**src/tmi_pkg.sv**
```systemverilog
// constants, field layouts and carrier types for the transmit maintenance insertion block
// assumes one 40 MHz clock and registers reached over a plain address/strobe port
// Contract
// - performance report goes out only in T1/J1 mode with extended superframe format.
// - count line violations, CRC-6 errors, framing errors, severe framing errors, slips per second.
// - with report enable set, build a report every second, send on data-link bits.
// - report is 14 octets, flag first, octet 1 first, bit 1 first.
// - command/response, R, U1, U2 and loopback bits come from report control bits.
// - sequence bits of each status pair form a modulo-4 count advancing per report.
// - event bits in octets 5 to 12 follow counted events, zero when none occurred.
// - CRC grades: 1, 2-5, 6-10, 11-100, 101-319, above 320 errors.
// - severe, framing, violation and slip bits set on one or more events.
// - bit-oriented messages go out only in T1/J1 mode with extended superframe.
// - bit-oriented message uses data-link bits as 11111110, six code bits, 0.
// - an all-ones six-bit message code suppresses the bit-oriented message.
// - loop code length from two-bit field, content from eight-bit field, sent when enabled.
// - framed loop code overwrites all 24 channels and keeps the framing bit.
// - unframed loop code overwrites the channels and the framing bit.
// - afterwards all ones or all zeros replace the stream; all zeros wins.
// - each toggle of the alignment-change bit causes one bit deletion or repetition.
// - master mode bypasses buffer; timing select picks line or internal master clock.
// - slave T1/J1 at E1 backplane rate always buffers; timing select ignored.
// - other slave modes with timing select one buffer against the internal master clock.
// - other slave modes with timing select zero bypass buffer, clock from backplane.
// - multiplexed mode follows the general slave timing select behaviour.
package tmi_pkg;
  // register offsets
  localparam logic [11:0] TMI_OFS_MAINT = 12'h06c;
  localparam logic [11:0] TMI_OFS_TIMING = 12'h070;
  localparam logic [11:0] TMI_OFS_LOOP_CTL = 12'h074;
  localparam logic [11:0] TMI_OFS_LOOP_PAT = 12'h075;
  localparam logic [11:0] TMI_OFS_PRM_CTL = 12'h07f;
  localparam logic [11:0] TMI_OFS_BOM_CODE = 12'h080;
  localparam logic [11:0] TMI_OFS_STATUS = 12'h081;
  // field positions
  localparam int TMI_MAINT_ONES = 0;
  localparam int TMI_MAINT_ZEROS = 1;
  localparam int TMI_MAINT_COFA = 2;
  localparam int TMI_TIMING_SEL = 0;
  localparam int TMI_LOOP_EN = 2;
  localparam int TMI_LOOP_UNFRM = 3;
  localparam int TMI_PRM_EN = 0;
  localparam int TMI_PRM_CR = 1;
  localparam int TMI_PRM_R = 2;
  localparam int TMI_PRM_U1 = 3;
  localparam int TMI_PRM_U2 = 4;
  localparam int TMI_PRM_LB = 5;
  // reset values
  localparam logic [7:0] TMI_RST_ZERO = 8'h00;
  localparam logic [7:0] TMI_RST_BOM_CODE = 8'h3f;
  // message content
  localparam logic [7:0] TMI_FLAG = 8'h7e;
  localparam logic [5:0] TMI_SAPI_HI = 6'h0e;
  localparam logic [7:0] TMI_TEI = 8'h01;
  localparam logic [7:0] TMI_CTRL = 8'h03;
  localparam logic [15:0] TMI_CRC_INIT = 16'hffff;
  localparam logic [15:0] TMI_CRC_POLY = 16'h8408;
  localparam logic [6:0] TMI_SER_FLAG_BITS = 7'h08;
  localparam logic [6:0] TMI_SER_FCS_FIRST = 7'h60;
  localparam logic [6:0] TMI_SER_LAST = 7'h6f;
  localparam logic [5:0] TMI_BOM_ALL_ONES = 6'h3f;
  localparam logic [7:0] TMI_BOM_HEAD = 8'hfe;
  localparam logic [3:0] TMI_BOM_LAST = 4'he;
  localparam logic [3:0] TMI_LOOP_MIN_LEN = 4'h5;
  // crc grade bounds
  localparam logic [9:0] TMI_G1_CNT = 10'h001;
  localparam logic [9:0] TMI_G2_MAX = 10'h005;
  localparam logic [9:0] TMI_G3_MAX = 10'h00a;
  localparam logic [9:0] TMI_G4_MAX = 10'h064;
  localparam logic [9:0] TMI_G5_MAX = 10'h13f;
  localparam logic [9:0] TMI_G6_ABOVE = 10'h140;
  localparam logic [9:0] TMI_CNT_SAT = 10'h3ff;
  // one-second interval
  localparam int TMI_SEC_MS = 1000;
  localparam int TMI_CLK_PERIOD_NS = 25;
  localparam int TMI_SEC_CYCLES = TMI_SEC_MS * 1000000 / TMI_CLK_PERIOD_NS;

  typedef enum logic [1:0] {TMI_CLK_LINE, TMI_CLK_MASTER, TMI_CLK_BACKPLANE} tmi_clk_src_t;
  typedef enum logic {TMI_SER_IDLE, TMI_SER_SEND} tmi_ser_st_t;

  typedef struct packed {
    logic wr;
    logic rd;
    logic [11:0] addr;
    logic [7:0] wdata;
  } tmi_reg_req_t;

  typedef struct packed {
    logic data;
    logic valid;
    logic fbit;
    logic dl;
  } tmi_stream_t;

  typedef struct packed {
    logic line_violation;
    logic crc_error;
    logic frame_err;
    logic severe_frame;
    logic slip;
  } tmi_events_t;

  typedef struct packed {
    logic [5:0] grade;
    logic se;
    logic fe;
    logic lv;
    logic sl;
    logic [1:0] seq;
  } tmi_pair_t;

  typedef struct packed {
    tmi_ser_st_t st;
    logic [6:0] idx;
    logic [15:0] crc;
    logic [95:0] msg;
  } tmi_ser_state_t;

  typedef struct packed {
    logic [7:0] maint;
    logic [7:0] timing;
    logic [7:0] loop_ctl;
    logic [7:0] loop_pat;
    logic [7:0] prm_ctl;
    logic [7:0] bom_code;
    logic [7:0] rdata;
    logic [31:0] sec_cnt;
    logic [9:0] crc_cnt;
    logic lv;
    logic fe;
    logic se;
    logic sl;
    logic [1:0] seq;
    tmi_pair_t [3:0] hist;
    logic msg_start;
    logic [3:0] bom_idx;
    logic [2:0] loop_idx;
    logic cofa_prev;
    logic cofa_pending;
    logic cofa_repeat;
    logic rep_pending;
    logic out_bit;
    logic out_valid;
  } tmi_state_t;
endpackage

```
**src/tmi_tx_maint.sv**
```systemverilog
// transmit maintenance insertion for one link: report, bit messages, loop code,
// all ones/zeros, alignment slips and transmit timing selection
// assumes input bits arrive as single-cycle strobes at least two cycles apart
`timescale 1ns/100ps
module tmi_tx_maint #(
  parameter int SEC_CYCLES = tmi_pkg::TMI_SEC_CYCLES
) (
  input wire logic clk,
  input wire logic resetn,
  input wire tmi_pkg::tmi_reg_req_t reg_req,
  output logic [7:0] reg_rdata,
  input wire logic t1_mode,
  input wire logic esf_format,
  input wire logic tx_master_mode,
  input wire logic tx_mux_mode,
  input wire logic e1_backplane_rate,
  input wire tmi_pkg::tmi_events_t events,
  input wire tmi_pkg::tmi_stream_t stream_in,
  output logic tx_bit,
  output logic tx_valid,
  output logic tx_buffer_used,
  output tmi_pkg::tmi_clk_src_t tx_clk_src
);
  localparam logic [31:0] SEC_LAST = 32'(SEC_CYCLES - 1);

  if (SEC_CYCLES < 2) begin : g_bad_sec
    $error("SEC_CYCLES must be at least 2");
  end

  tmi_pkg::tmi_state_t s_reg;
  tmi_pkg::tmi_state_t s_next;
  logic esf_ok;
  logic sec_tick;
  logic report_ok;
  logic dl_slot;
  logic ser_busy;
  logic ser_bit;
  logic bom_on;
  logic loop_on;
  logic loop_pos;
  logic [3:0] loop_len;
  logic [14:0] bom_vec;
  logic [95:0] prm_msg;
  logic cofa_toggle;
  logic ins_bit;
  tmi_pkg::tmi_pair_t new_pair;

  // crc-6 error grade from the count of one second
  function automatic logic [5:0] tmi_grade(input logic [9:0] n);
    tmi_grade = 6'h00;
    if (n == tmi_pkg::TMI_G1_CNT) begin
      tmi_grade[0] = 1'h1;
    end else if (n > tmi_pkg::TMI_G1_CNT && n <= tmi_pkg::TMI_G2_MAX) begin
      tmi_grade[1] = 1'h1;
    end else if (n > tmi_pkg::TMI_G2_MAX && n <= tmi_pkg::TMI_G3_MAX) begin
      tmi_grade[2] = 1'h1;
    end else if (n > tmi_pkg::TMI_G3_MAX && n <= tmi_pkg::TMI_G4_MAX) begin
      tmi_grade[3] = 1'h1;
    end else if (n > tmi_pkg::TMI_G4_MAX && n <= tmi_pkg::TMI_G5_MAX) begin
      tmi_grade[4] = 1'h1;
    end else if (n > tmi_pkg::TMI_G6_ABOVE) begin
      tmi_grade[5] = 1'h1;
    end
  endfunction

  // one status octet pair, octet 5 style in the low byte
  function automatic logic [15:0] tmi_pair_octets(input tmi_pkg::tmi_pair_t p,
                                                  input logic [7:0] ctl);
    logic [7:0] first;
    logic [7:0] second;
    first = {p.grade[2], p.lv, p.grade[3], ctl[tmi_pkg::TMI_PRM_U1],
             ctl[tmi_pkg::TMI_PRM_U2], p.grade[4], p.sl, p.grade[5]};
    second = {p.fe, p.se, ctl[tmi_pkg::TMI_PRM_LB], p.grade[0],
              ctl[tmi_pkg::TMI_PRM_R], p.grade[1], p.seq};
    tmi_pair_octets = {second, first};
  endfunction

  // mode qualifiers and capture of the finished second
  assign esf_ok = t1_mode && esf_format;
  assign sec_tick = (s_reg.sec_cnt == SEC_LAST);
  assign report_ok = s_reg.prm_ctl[tmi_pkg::TMI_PRM_EN] && esf_ok;
  assign new_pair.grade = tmi_grade(s_reg.crc_cnt);
  assign new_pair.se = s_reg.se;
  assign new_pair.fe = s_reg.fe;
  assign new_pair.lv = s_reg.lv;
  assign new_pair.sl = s_reg.sl;
  assign new_pair.seq = s_reg.seq;

  // report body: flag, address, tei, control and four status pairs, newest first
  assign prm_msg = {tmi_pair_octets(s_reg.hist[3], s_reg.prm_ctl),
                    tmi_pair_octets(s_reg.hist[2], s_reg.prm_ctl),
                    tmi_pair_octets(s_reg.hist[1], s_reg.prm_ctl),
                    tmi_pair_octets(s_reg.hist[0], s_reg.prm_ctl),
                    tmi_pkg::TMI_CTRL, tmi_pkg::TMI_TEI,
                    tmi_pkg::TMI_SAPI_HI, s_reg.prm_ctl[tmi_pkg::TMI_PRM_CR], 1'h0,
                    tmi_pkg::TMI_FLAG};

  // insertion qualifiers
  assign dl_slot = stream_in.valid && stream_in.dl && esf_ok;
  assign bom_on = esf_ok && (s_reg.bom_code[5:0] != tmi_pkg::TMI_BOM_ALL_ONES);
  assign bom_vec = {tmi_pkg::TMI_BOM_HEAD, s_reg.bom_code[5:0], 1'h0};
  assign loop_on = s_reg.loop_ctl[tmi_pkg::TMI_LOOP_EN] && t1_mode;
  assign loop_pos = stream_in.valid
                    && (s_reg.loop_ctl[tmi_pkg::TMI_LOOP_UNFRM] || !stream_in.fbit);
  assign loop_len = tmi_pkg::TMI_LOOP_MIN_LEN + {2'h0, s_reg.loop_ctl[1:0]};
  assign cofa_toggle = s_reg.maint[tmi_pkg::TMI_MAINT_COFA] != s_reg.cofa_prev;

  tmi_prm_serializer u_ser (
    .clk(clk),
    .resetn(resetn),
    .start(s_reg.msg_start),
    .advance(dl_slot),
    .msg(prm_msg),
    .busy(ser_busy),
    .cur_bit(ser_bit)
  );

  // bit chain: data link, then loop code, then all ones/zeros
  always_comb begin
    ins_bit = stream_in.data;
    if (dl_slot && ser_busy) begin
      ins_bit = ser_bit;
    end else if (dl_slot && bom_on) begin
      ins_bit = bom_vec[tmi_pkg::TMI_BOM_LAST - s_reg.bom_idx];
    end
    if (loop_on && loop_pos) begin
      ins_bit = s_reg.loop_pat[3'(loop_len - 4'h1 - {1'h0, s_reg.loop_idx})];
    end
    if (s_reg.maint[tmi_pkg::TMI_MAINT_ZEROS]) begin
      ins_bit = 1'h0;
    end else if (s_reg.maint[tmi_pkg::TMI_MAINT_ONES]) begin
      ins_bit = 1'h1;
    end
  end

  // next-state logic
  always_comb begin
    s_next = s_reg;
    s_next.msg_start = 1'h0;
    // register writes
    if (reg_req.wr) begin
      unique case (reg_req.addr)
        tmi_pkg::TMI_OFS_MAINT: s_next.maint = reg_req.wdata;
        tmi_pkg::TMI_OFS_TIMING: s_next.timing = reg_req.wdata;
        tmi_pkg::TMI_OFS_LOOP_CTL: s_next.loop_ctl = reg_req.wdata;
        tmi_pkg::TMI_OFS_LOOP_PAT: s_next.loop_pat = reg_req.wdata;
        tmi_pkg::TMI_OFS_PRM_CTL: s_next.prm_ctl = reg_req.wdata;
        tmi_pkg::TMI_OFS_BOM_CODE: s_next.bom_code = reg_req.wdata;
        default: s_next.maint = s_reg.maint;
      endcase
    end
    // register reads, data in the following cycle only
    s_next.rdata = 8'h00;
    if (reg_req.rd) begin
      unique case (reg_req.addr)
        tmi_pkg::TMI_OFS_MAINT: s_next.rdata = s_reg.maint;
        tmi_pkg::TMI_OFS_TIMING: s_next.rdata = s_reg.timing;
        tmi_pkg::TMI_OFS_LOOP_CTL: s_next.rdata = s_reg.loop_ctl;
        tmi_pkg::TMI_OFS_LOOP_PAT: s_next.rdata = s_reg.loop_pat;
        tmi_pkg::TMI_OFS_PRM_CTL: s_next.rdata = s_reg.prm_ctl;
        tmi_pkg::TMI_OFS_BOM_CODE: s_next.rdata = s_reg.bom_code;
        tmi_pkg::TMI_OFS_STATUS: s_next.rdata = {1'h0, s_reg.seq, tx_clk_src,
                                                 tx_buffer_used, bom_on, ser_busy};
        default: s_next.rdata = 8'h00;
      endcase
    end
    // per-second event counting; an event on the boundary counts in the new second
    s_next.sec_cnt = sec_tick ? 32'h0000_0000 : s_reg.sec_cnt + 32'h0000_0001;
    if (sec_tick) begin
      s_next.crc_cnt = {9'h000, events.crc_error};
      s_next.lv = events.line_violation;
      s_next.fe = events.frame_err;
      s_next.se = events.severe_frame;
      s_next.sl = events.slip;
      if (report_ok) begin
        s_next.hist = {s_reg.hist[2:0], new_pair};
        s_next.seq = s_reg.seq + 2'h1;
        s_next.msg_start = !ser_busy;
      end
    end else begin
      if (events.crc_error && s_reg.crc_cnt != tmi_pkg::TMI_CNT_SAT) begin
        s_next.crc_cnt = s_reg.crc_cnt + 10'h001;
      end
      s_next.lv = s_reg.lv || events.line_violation;
      s_next.fe = s_reg.fe || events.frame_err;
      s_next.se = s_reg.se || events.severe_frame;
      s_next.sl = s_reg.sl || events.slip;
    end
    // bit-oriented message position, repeating while active
    if (!bom_on) begin
      s_next.bom_idx = 4'h0;
    end else if (dl_slot && !ser_busy) begin
      s_next.bom_idx = (s_reg.bom_idx == tmi_pkg::TMI_BOM_LAST) ? 4'h0
                       : s_reg.bom_idx + 4'h1;
    end
    // loop code position, wrapping at the code length
    if (!loop_on) begin
      s_next.loop_idx = 3'h0;
    end else if (loop_pos) begin
      s_next.loop_idx = ({1'h0, s_reg.loop_idx} == loop_len - 4'h1) ? 3'h0
                        : s_reg.loop_idx + 3'h1;
    end
    // alignment change: a toggle is never lost to a bit consuming the previous one
    s_next.cofa_prev = s_reg.maint[tmi_pkg::TMI_MAINT_COFA];
    if (stream_in.valid) begin
      s_next.cofa_pending = 1'h0;
    end
    if (cofa_toggle) begin
      s_next.cofa_pending = 1'h1;
    end
    // output stage with deletion or repetition
    s_next.out_valid = 1'h0;
    s_next.rep_pending = 1'h0;
    if (stream_in.valid) begin
      if (s_reg.cofa_pending && !s_reg.cofa_repeat) begin
        s_next.cofa_repeat = 1'h1;
      end else begin
        s_next.out_bit = ins_bit;
        s_next.out_valid = 1'h1;
        if (s_reg.cofa_pending) begin
          s_next.rep_pending = 1'h1;
          s_next.cofa_repeat = 1'h0;
        end
      end
    end else if (s_reg.rep_pending) begin
      s_next.out_valid = 1'h1;
    end
  end

  // state register
  always_ff @(posedge clk or negedge resetn) begin
    if (!resetn) begin
      s_reg <= '0;
      s_reg.bom_code <= tmi_pkg::TMI_RST_BOM_CODE;
    end else begin
      s_reg <= s_next;
    end
  end

  // transmit buffer use and clock source
  always_comb begin
    if (tx_master_mode && !tx_mux_mode) begin
      tx_buffer_used = 1'h0;
      tx_clk_src = s_reg.timing[tmi_pkg::TMI_TIMING_SEL] ? tmi_pkg::TMI_CLK_MASTER
                   : tmi_pkg::TMI_CLK_LINE;
    end else if (!tx_mux_mode && t1_mode && e1_backplane_rate) begin
      tx_buffer_used = 1'h1;
      tx_clk_src = tmi_pkg::TMI_CLK_MASTER;
    end else if (s_reg.timing[tmi_pkg::TMI_TIMING_SEL]) begin
      tx_buffer_used = 1'h1;
      tx_clk_src = tmi_pkg::TMI_CLK_MASTER;
    end else begin
      tx_buffer_used = 1'h0;
      tx_clk_src = tmi_pkg::TMI_CLK_BACKPLANE;
    end
  end

  // outputs
  assign reg_rdata = s_reg.rdata;
  assign tx_bit = s_reg.out_bit;
  assign tx_valid = s_reg.out_valid;
endmodule // tmi_tx_maint

```
**src/tmi_prm_serializer.sv**
```systemverilog
// serializer for the performance report: octets 1-12 then a 16-bit check sequence
// assumes start arrives only while idle and advance marks one data-link bit slot
`timescale 1ns/100ps
module tmi_prm_serializer (
  input wire logic clk,
  input wire logic resetn,
  input wire logic start,
  input wire logic advance,
  input wire logic [95:0] msg,
  output logic busy,
  output logic cur_bit
);
  tmi_pkg::tmi_ser_state_t s_reg;
  tmi_pkg::tmi_ser_state_t s_next;

  // one check-sequence step, lsb-first reflected polynomial
  function automatic logic [15:0] tmi_crc_step(input logic [15:0] c, input logic d);
    tmi_crc_step = (c >> 1) ^ ((c[0] ^ d) ? tmi_pkg::TMI_CRC_POLY : 16'h0000);
  endfunction

  // bit 1 of each octet first, check sequence covers octets 2 to 12
  always_comb begin
    s_next = s_reg;
    unique case (s_reg.st)
      tmi_pkg::TMI_SER_IDLE: begin
        if (start) begin
          s_next.st = tmi_pkg::TMI_SER_SEND;
          s_next.idx = 7'h00;
          s_next.crc = tmi_pkg::TMI_CRC_INIT;
          s_next.msg = msg;
        end
      end
      tmi_pkg::TMI_SER_SEND: begin
        if (advance) begin
          if (s_reg.idx < tmi_pkg::TMI_SER_FCS_FIRST) begin
            s_next.msg = s_reg.msg >> 1;
            if (s_reg.idx >= tmi_pkg::TMI_SER_FLAG_BITS) begin
              s_next.crc = tmi_crc_step(s_reg.crc, s_reg.msg[0]);
            end
          end else begin
            s_next.crc = s_reg.crc >> 1;
          end
          if (s_reg.idx == tmi_pkg::TMI_SER_LAST) begin
            s_next.st = tmi_pkg::TMI_SER_IDLE;
          end else begin
            s_next.idx = s_reg.idx + 7'h01;
          end
        end
      end
    endcase
  end

  // state register
  always_ff @(posedge clk or negedge resetn) begin
    if (!resetn) begin
      s_reg <= '0;
    end else begin
      s_reg <= s_next;
    end
  end

  // current bit: message body, then inverted check sequence
  assign busy = (s_reg.st == tmi_pkg::TMI_SER_SEND);
  assign cur_bit = (s_reg.idx < tmi_pkg::TMI_SER_FCS_FIRST) ? s_reg.msg[0] : ~s_reg.crc[0];
endmodule // tmi_prm_serializer

```
**config.mk**
```make
export PLATFORM = sky130hd
export DESIGN_NAME = tmi_tx_maint
export DESIGN_NICKNAME = d
export VERILOG_FILES = /design/src/tmi_pkg.sv /design/src/tmi_tx_maint.sv /design/src/tmi_prm_serializer.sv
export SDC_FILE = /design/constraint.sdc
export NUM_CORES = 1
export LEC_CHECK = 0
export BUFFER_PORTS_ARGS = -buffer_cell sky130_fd_sc_hd__clkbuf_2
export CORE_UTILIZATION = 35
export CTS_CLUSTER_SIZE = 14
export DETAILED_ROUTE_END_ITERATION = 7
export GPL_TIMING_DRIVEN = 0
export PLACE_DENSITY = 0.54
export RECOVER_POWER = 100
export SYNTH_ARGS = -nofsm -noshare
export SYNTH_HDL_FRONTEND = slang
export SYNTH_SLANG_ARGS = --single-unit
```
**constraint.sdc**
```tcl
create_clock -name clk -period 6.8 [get_ports clk]
set_input_delay 1.02 -clock clk [delete_from_list [all_inputs] [get_ports clk]]
set_output_delay 1.02 -clock clk [all_outputs]
set_load 0.03 [all_outputs]
```
==> impl_metrics.yaml, run 1 <==
outcome:
  status: "complete, but fails checks"
  violations: "max-capacitance violations, max-slew violations"
synth:
  yosysUniqueCellTypes: 62
  synthCells: 1137
  synth_nets: 1190
  synth_top_cell_area_share_pct: 55.9
  synthArstFlopShare_pct: 100
  ys_ff_latch: 286
  synth_enable_flop_cells: 0
  yosysWarnings: 0
  avgSynthCellArea_um2: 11.0
  yosys.area.top_type: "dfrtp_1"
  synthFlopType: "dfrtp_1"
  synth_area_leaders: "dfrtp_1 56%, mux2_2 8.0%, nand2_1 7.0%, a22oi_1 3.8%, xnor2_1 1.8%"
  syn_area_um2: 12500
  ys_seq_area_share_pct: 57.1
clock_network:
  cts_resized: 0
  cts_tree: "yes"
  postCtsSetupBuffers: 0
  clkTransAtPathRegs_ps: 60
  ctsHoldBuffers: 0
  clk_latency_ps: 500
  cts_buffer_depth: 3
  cts_buffers: 34
  h-tree-depth: 2
  root_buffer: "clkbuf_16"
  cts_sinks: 286
route:
  drt.antenna.violating_nets: 0
  dr.pass1.iters: 5
  via_count: 8731
  wl_mm: 28.1
  wl_per_cell_um: 16.5
  viasPerCell: 5.12
  drc: 0
  drt_iter0_markers: 540
flow_run:
  maxCapViolCount: 1
die:
  initial_core_util_pct: 36.0
  core_area_um2: 34900
  die_x_um: 191
  io_pins: 51
  rows: 68
  die_y_um: 191
  die_area_um2: 36600
timing:
  slew_viol_final: 108
  setup_viol: 0
  relSlewSlack_pct: -79.7
  rsz0062_at_grt: "no"
  fin_skew_ps: 21.5
  fin_tns_setup_ps: 0
  worst_slew_pin_slew_ps: 2700
  finalHoldViolCount: 0
  fmax_mhz: 275
  fin_crit_ps: 3630
  timing.final.crit_share_pct: 53.4
placement:
  hpwl_mm: 19.1
  gp_congestion: 0.771
  port_buffers: 48
  placed_cell_area_um2: 13500
critical_path:
  r2r-start: "s_reg[93]$_DFF_PN0_"
  crit_path_cell_trace: "or4b_1 > or3_4 > nor4_1 > clkbuf_1 > mux2_2"
  cp.arrival_ps: 4000
  cp-end-kind: "flip-flop"
  critPathSlowestCell: "nor4_1"
  reg2reg_depth: 5
  required_ps: 7170
  reg2reg_setup_slack_ps: 3170
  start_kind: "flip-flop"
  crit_fanout: 10
  r2r-end: "prm_msg[63]$_DFFE_PN0P_"
  cpPeakStageDelay_ps: 1130
  critPathKind: "reg2reg"
global_route:
  grt_max_degree: 109
  grtUsageMet1_pct: 23.2
  met2_usage_pct: 24.5
  antenna_found_initial: 0
  grt_pass1_vias: 8657
  grt_busiest_layer: "met2"
  grt_pass1_wl_mm: 46.8
  grt_usage_pct: 16.0
  grt.met3_usage_pct: 2.42
  grt_overflow: 0
final_layout:
  area_delta_synth_final_pct: 14.4
  fin_area_um2: 14400
  drive_gt1_share_pct: 15.5
  antenna_cells: 0
  final_util_pct: 41.1
  largest_reg_flops: 119
  nets: 1278
pwr:
  p_int_mw: 2.84
  pwr_density_cell_nw_per_um2: 260
  seq_power_share_pct: 48.5
  p_comb_share_pct: 6.7
  power.switching_mw: 0.894
  vdd_drop_max_v: 0.000159
  p_leak_nw: 6.68
  p_sw_share_pct: 23.9
  pwr-share-clk_pct: 44.8
hold_path:
  hold_start: "s_next[5]$_DFFE_PN0P_"
  worst_hold_path_type: "reg2reg"
  whs_path_depth: 0
  min_to: "s_reg[5]$_DFF_PN0_"
-- placed cells by master (no fill, tap or decap), types with 5 or more instances in the layout --
| cell type | Yosys | routed |
|---|---|---|
| nor2_1 | 48 | 50 |
| a221o_1 | 16 | 16 |
| nand3_1 | 45 | 45 |
| and4_1 | 5 | 5 |
| o211ai_1 | 5 | 5 |
| a22oi_1 | 63 | 63 |
| clkbuf_16 | 0 | 35 |
| a21o_1 | 7 | 7 |
| nand2_1 | 233 | 233 |
| nor3_1 | 13 | 13 |
| ha_1 | 14 | 14 |
| a31oi_1 | 9 | 9 |
| nor4_1 | 10 | 12 |
| dfrtp_1 | 280 | 280 |
| clkbuf_1 | 42 | 78 |
| a21oi_1 | 18 | 18 |
| nand4_1 | 13 | 13 |
| inv_1 | 22 | 22 |
| nand3b_1 | 6 | 6 |
| xor2_1 | 21 | 21 |
| dfstp_2 | 6 | 6 |
| clkinv_2 | 0 | 8 |
| and3_1 | 10 | 10 |
| clkbuf_2 | 0 | 34 |
| buf_4 | 8 | 8 |
| mux2_2 | 89 | 89 |
| a222oi_1 | 9 | 9 |
| nand2b_1 | 7 | 7 |
| xnor2_1 | 26 | 26 |
| o21ai_0 | 40 | 40 |
-- how the worst max path moves through the flow --
stage	startpoint	endpoint	slack, ps	depth (start not counted)
4_1_cts	t1_mode	tx_clk_src[0]	3490	4
3_3_place_gp	resetn	prm_msg[79]$_DFFE_PN0P_	-1570	1
5_1_grt	resetn	prm_msg[46]$_DFFE_PN0P_	2600	2
3_5_place_dp	t1_mode	u_ser.s_reg[95]$_DFFE_PN0P_	3170	7
2_1_floorplan	t1_mode	tx_clk_src[0]	3680	3
6_report	s_reg[93]$_DFF_PN0_	prm_msg[63]$_DFFE_PN0P_	3170	5
-- per-stage QoR --
| step | std cells | setup slack, ps | hold slack, ps | power [mW] |
|---|---|---|---|---|
| 6_report | 1704 | 3170 | 465 | 3.74 |
| 5_1_grt | 1704 | 2600 | 489 | 3.90 |
| 4_1_cts | 1704 | 3490 | 331 | 3.79 |
| 3_5_place_dp | 1644 | 3170 | 460 | 2.10 |
| 3_3_place_gp | 1640 | -1570 | 458 | 2.08 |
| 2_1_floorplan | 1137 | 3680 | 407 | 1.99 |
-- cell type report --
cell class                      instances  area [um^2]
Inverter                               22         82.6
Fill cell                            3396        20500
Timing Repair Buffer                   52          285
Sequential cell                       286         7160
Clock buffer                           51          976
Multi-Input combinational cell        769         4970
Buffer                                 60          255
Tap cell                              455          569
Clock inverter                          9         48.8
-- synth_stat cells, types with 10 or more instances --
cell      number
and3_1        10
a21oi_1       18
nor4_1        10
nand4_1       13
mux2_2        89
ha_1          14
nor2_1        48
nand2_1      233
xnor2_1       26
dfrtp_1      280
xor2_1        21
inv_1         22
a22oi_1       63
clkbuf_1      42
nor3_1        13
nand3_1       45
o21ai_0       40
a221o_1       16
-- critical path: cells and delay by family (launching register included) --
kind / cells / cell delay [ps]
buffers and inverters: 1 / 670
flip-flops: 1 / 420
multiplexers: 1 / 410
AND/OR/NAND/NOR: 3 / 1990
-- power groups by stage --
stage | clock network (mW) | registers (mW) | logic (mW)
floorplan | 0 | 1.83 | 0.158
global placement | 0 | 1.84 | 0.246
detailed placement | 0 | 1.84 | 0.258
CTS | 1.72 | 1.81 | 0.259
global route | 1.79 | 1.82 | 0.291
finish | 1.67 | 1.81 | 0.251
-- cell families (layout without fill, tap and decap cells) --
family	Yosys count	count (layout)	share of synthesized area, %
muxes	97	97	8.85
adders and majority gates	15	15	1.56
and+or+nand+nor	420	420	15.4
buffers and inverters	82	194	2.99
DFF	286	286	57.1
AOI/OAI and AO/OA	190	190	10.8
xor gates and xnor gates	47	47	3.28
-- metal layers --
metal | share of wire, % | vias up | wire length [um]
met5 | 0 | - | 0
met4 | 1.9 | 0 | 542
met3 | 3.1 | 42 | 879
met2 | 46 | 127 | 12800
met1 | 49 | 4350 | 13900
li1 | - | 4212 | -
No activity file was read; power rests on OpenSTA's default activity.
==> inputs of run 2 (changes only) <==
--- a/config.mk
+++ b/config.mk
@@ -10,7 +10,7 @@
 export CTS_CLUSTER_SIZE = 14
 export DETAILED_ROUTE_END_ITERATION = 7
 export GPL_TIMING_DRIVEN = 0
-export PLACE_DENSITY = 0.54
+export PLACE_DENSITY = 0.56
 export RECOVER_POWER = 100
 export SYNTH_ARGS = -nofsm -noshare
 export SYNTH_HDL_FRONTEND = slang
==> constraint.sdc (replaced) <==
create_clock -name clk -period 3.1 [get_ports clk]
set_input_delay 0.465 -clock clk [delete_from_list [all_inputs] [get_ports clk]]
set_output_delay 0.465 -clock clk [all_outputs]
set_load 0.03 [all_outputs]
==> run 2 against run 1 <==
The run now ends clean. Design area up 1.9%. Clock skew shrank 10 ps. Routed wire length is 0.13% higher. Critical path depth grew 1. Die area stayed put. Utilization increased by 0.77 points. Highest routed layer unchanged. Sequential power up 120%. Worst hold slack worse by 400 ps. Combinational power increased by 120%.
==> impl_metrics.yaml, run 2 (synthesis gave the netlist of run 1 again) <==
die:
  initial_core_util_pct: 36.0
  rows: 68
  core_area_um2: 34900
  io_pins: 51
  die_x_um: 191
  die_area_um2: 36600
  die_y_um: 191
route:
  wl_mm: 28.2
  drt.antenna.violating_nets: 0
  dr.pass1.iters: 6
  via_count: 8823
  drc: 0
  drt_iter0_markers: 586
  wl_per_cell_um: 16.6
  viasPerCell: 5.18
clock_network:
  h-tree-depth: 2
  ctsHoldBuffers: 0
  cts_buffers: 34
  postCtsSetupBuffers: 0
  cts_buffer_depth: 3
  cts_sinks: 286
  cts_tree: "yes"
  root_buffer: "clkbuf_16"
  clk_latency_ps: 500
  cts_resized: 0
  clkTransAtPathRegs_ps: 60
timing:
  layout_setup_ws_ps: 326
  fmax_mhz: 360
  rsz0062_at_grt: "no"
  setup_viol: 0
  worst_slew_pin_slew_ps: 1410
  timing.final.crit_share_pct: 89.5
  finalHoldViolCount: 0
  slew_viol_final: 0
  fin_skew_ps: 11.5
  relSlewSlack_pct: 6.05
  fin_crit_ps: 2770
  fin_tns_setup_ps: 0
global_route:
  grt_pass1_wl_mm: 47.3
  grt_usage_pct: 16.0
  grt_max_degree: 102
  grt_pass1_vias: 8777
  grt_overflow: 0
  antenna_found_initial: 0
critical_path:
  r2r-start: "s_reg[78]$_DFF_PN0_"
  start_kind: "flip-flop"
  r2r-end: "prm_msg[33]$_DFFE_PN0P_"
  reg2reg_setup_slack_ps: 330
  crit_path_end: "prm_msg[33]$_DFFE_PN0P_"
  path_delay_family: "simple AND/OR/NAND/NOR gates"
  crit_path_cell_trace: "ha_1 > nand2_1 > or3_1 > nor4_4 > buf_6 > mux2_2"
  cp.depth: 6
  crit_fanout: 10
  startpoint: "s_reg[78]$_DFF_PN0_"
  critPathKind: "reg2reg"
  cpPeakStageDelay_ps: 730
  cp.arrival_ps: 3150
  required_ps: 3480
  reg2reg_depth: 6
  critPathSlowestCell: "nor4_4"
  critPathBufInv: 1
  cp-end-kind: "flip-flop"
pwr:
  vdd_drop_max_v: 0.000439
  p_leak_nw: 6.82
  pwr_density_cell_nw_per_um2: 604
final_layout:
  finalNonFillerCells: 1702
  mostFrequentLayoutCell: "dfrtp_1"
  antenna_cells: 0
  nets: 1277
  final_cell_mix: "280 x dfrtp_1, 234 x nand2_1, 89 x mux2_2, 64 x clkbuf_1, 63 x a22oi_1"
  area_delta_synth_final_pct: 16.5
  largest_reg_flops: 119
  drive_gt1_share_pct: 16.7
  n_fill_cell: 3334
  final_util_pct: 41.9
  fin_area_um2: 14600
hold_path:
  worst_hold_path_type: "in2async"
outcome:
  status: "complete, no violations"
placement:
  dp.cells: 1643
  port_buffers: 48
  hpwl_mm: 19.1
  gp_congestion: 0.781
  post-place-ws_ps: 63.7
  placed_cell_area_um2: 13400
flow_run:
  maxCapViolCount: 0
run 2: cell types whose count changed in the layout (fill, tap and decap cells not counted), sizes merged:
cell	change
clkinv	-5
inv	-1
clkbuf	-5
bufinv	+5
buf	+4
run 2: final cells by class:
cell class	instances	area, um^2	share of cell area, %
sequential	286	7160	49.0
inverter	22	82.6	0.565
multi-input combinational	769	5000	34.2
tap	455	569	3.89
timing repair buffer	51	275	1.88
clock inverter	8	169	1.16
clock buffer	51	1070	7.31
buffer	60	293	2.00
run 2: routing by layer:
metal	wire length, um	GRT usage, %
met4	527	4.33
met1	13700	22.9
met2	12900	25.1
met3	970	2.61
met5	0	0
run 2: through the flow:
| stage | total power [mW] | hold slack, ps |
|---|---|---|
| floorplan | 4.36 | 169 |
| global placement | 4.57 | 453 |
| detailed placement | 4.59 | 455 |
| CTS | 8.96 | 84.3 |
| global route | 9.22 | 120 |
| finish | 8.83 | 60.5 |
run 2: where the power goes:
part           total, mW  internal (mW)  switching, mW
Sequential          3.97           3.87          0.101
Clock               4.31           2.79           1.52
Combinational      0.550          0.186          0.364
Total               8.83           6.84           1.98
run 2: worst min-delay path by stage:
stage	startpoint	to	slack (ps)	cells after the start
2_1_floorplan	resetn	new_pair[0]$_DFFE_PN0P_	170	0
3_3_place_gp	s_next[5]$_DFFE_PN0P_	s_reg[5]$_DFF_PN0_	450	0
3_5_place_dp	s_next[5]$_DFFE_PN0P_	s_reg[5]$_DFF_PN0_	460	0
4_1_cts	resetn	s_reg[95]$_DFF_PN0_	80	1
5_1_grt	resetn	s_reg[95]$_DFF_PN0_	120	1
6_report	resetn	s_reg[96]$_DFF_PN0_	60	1
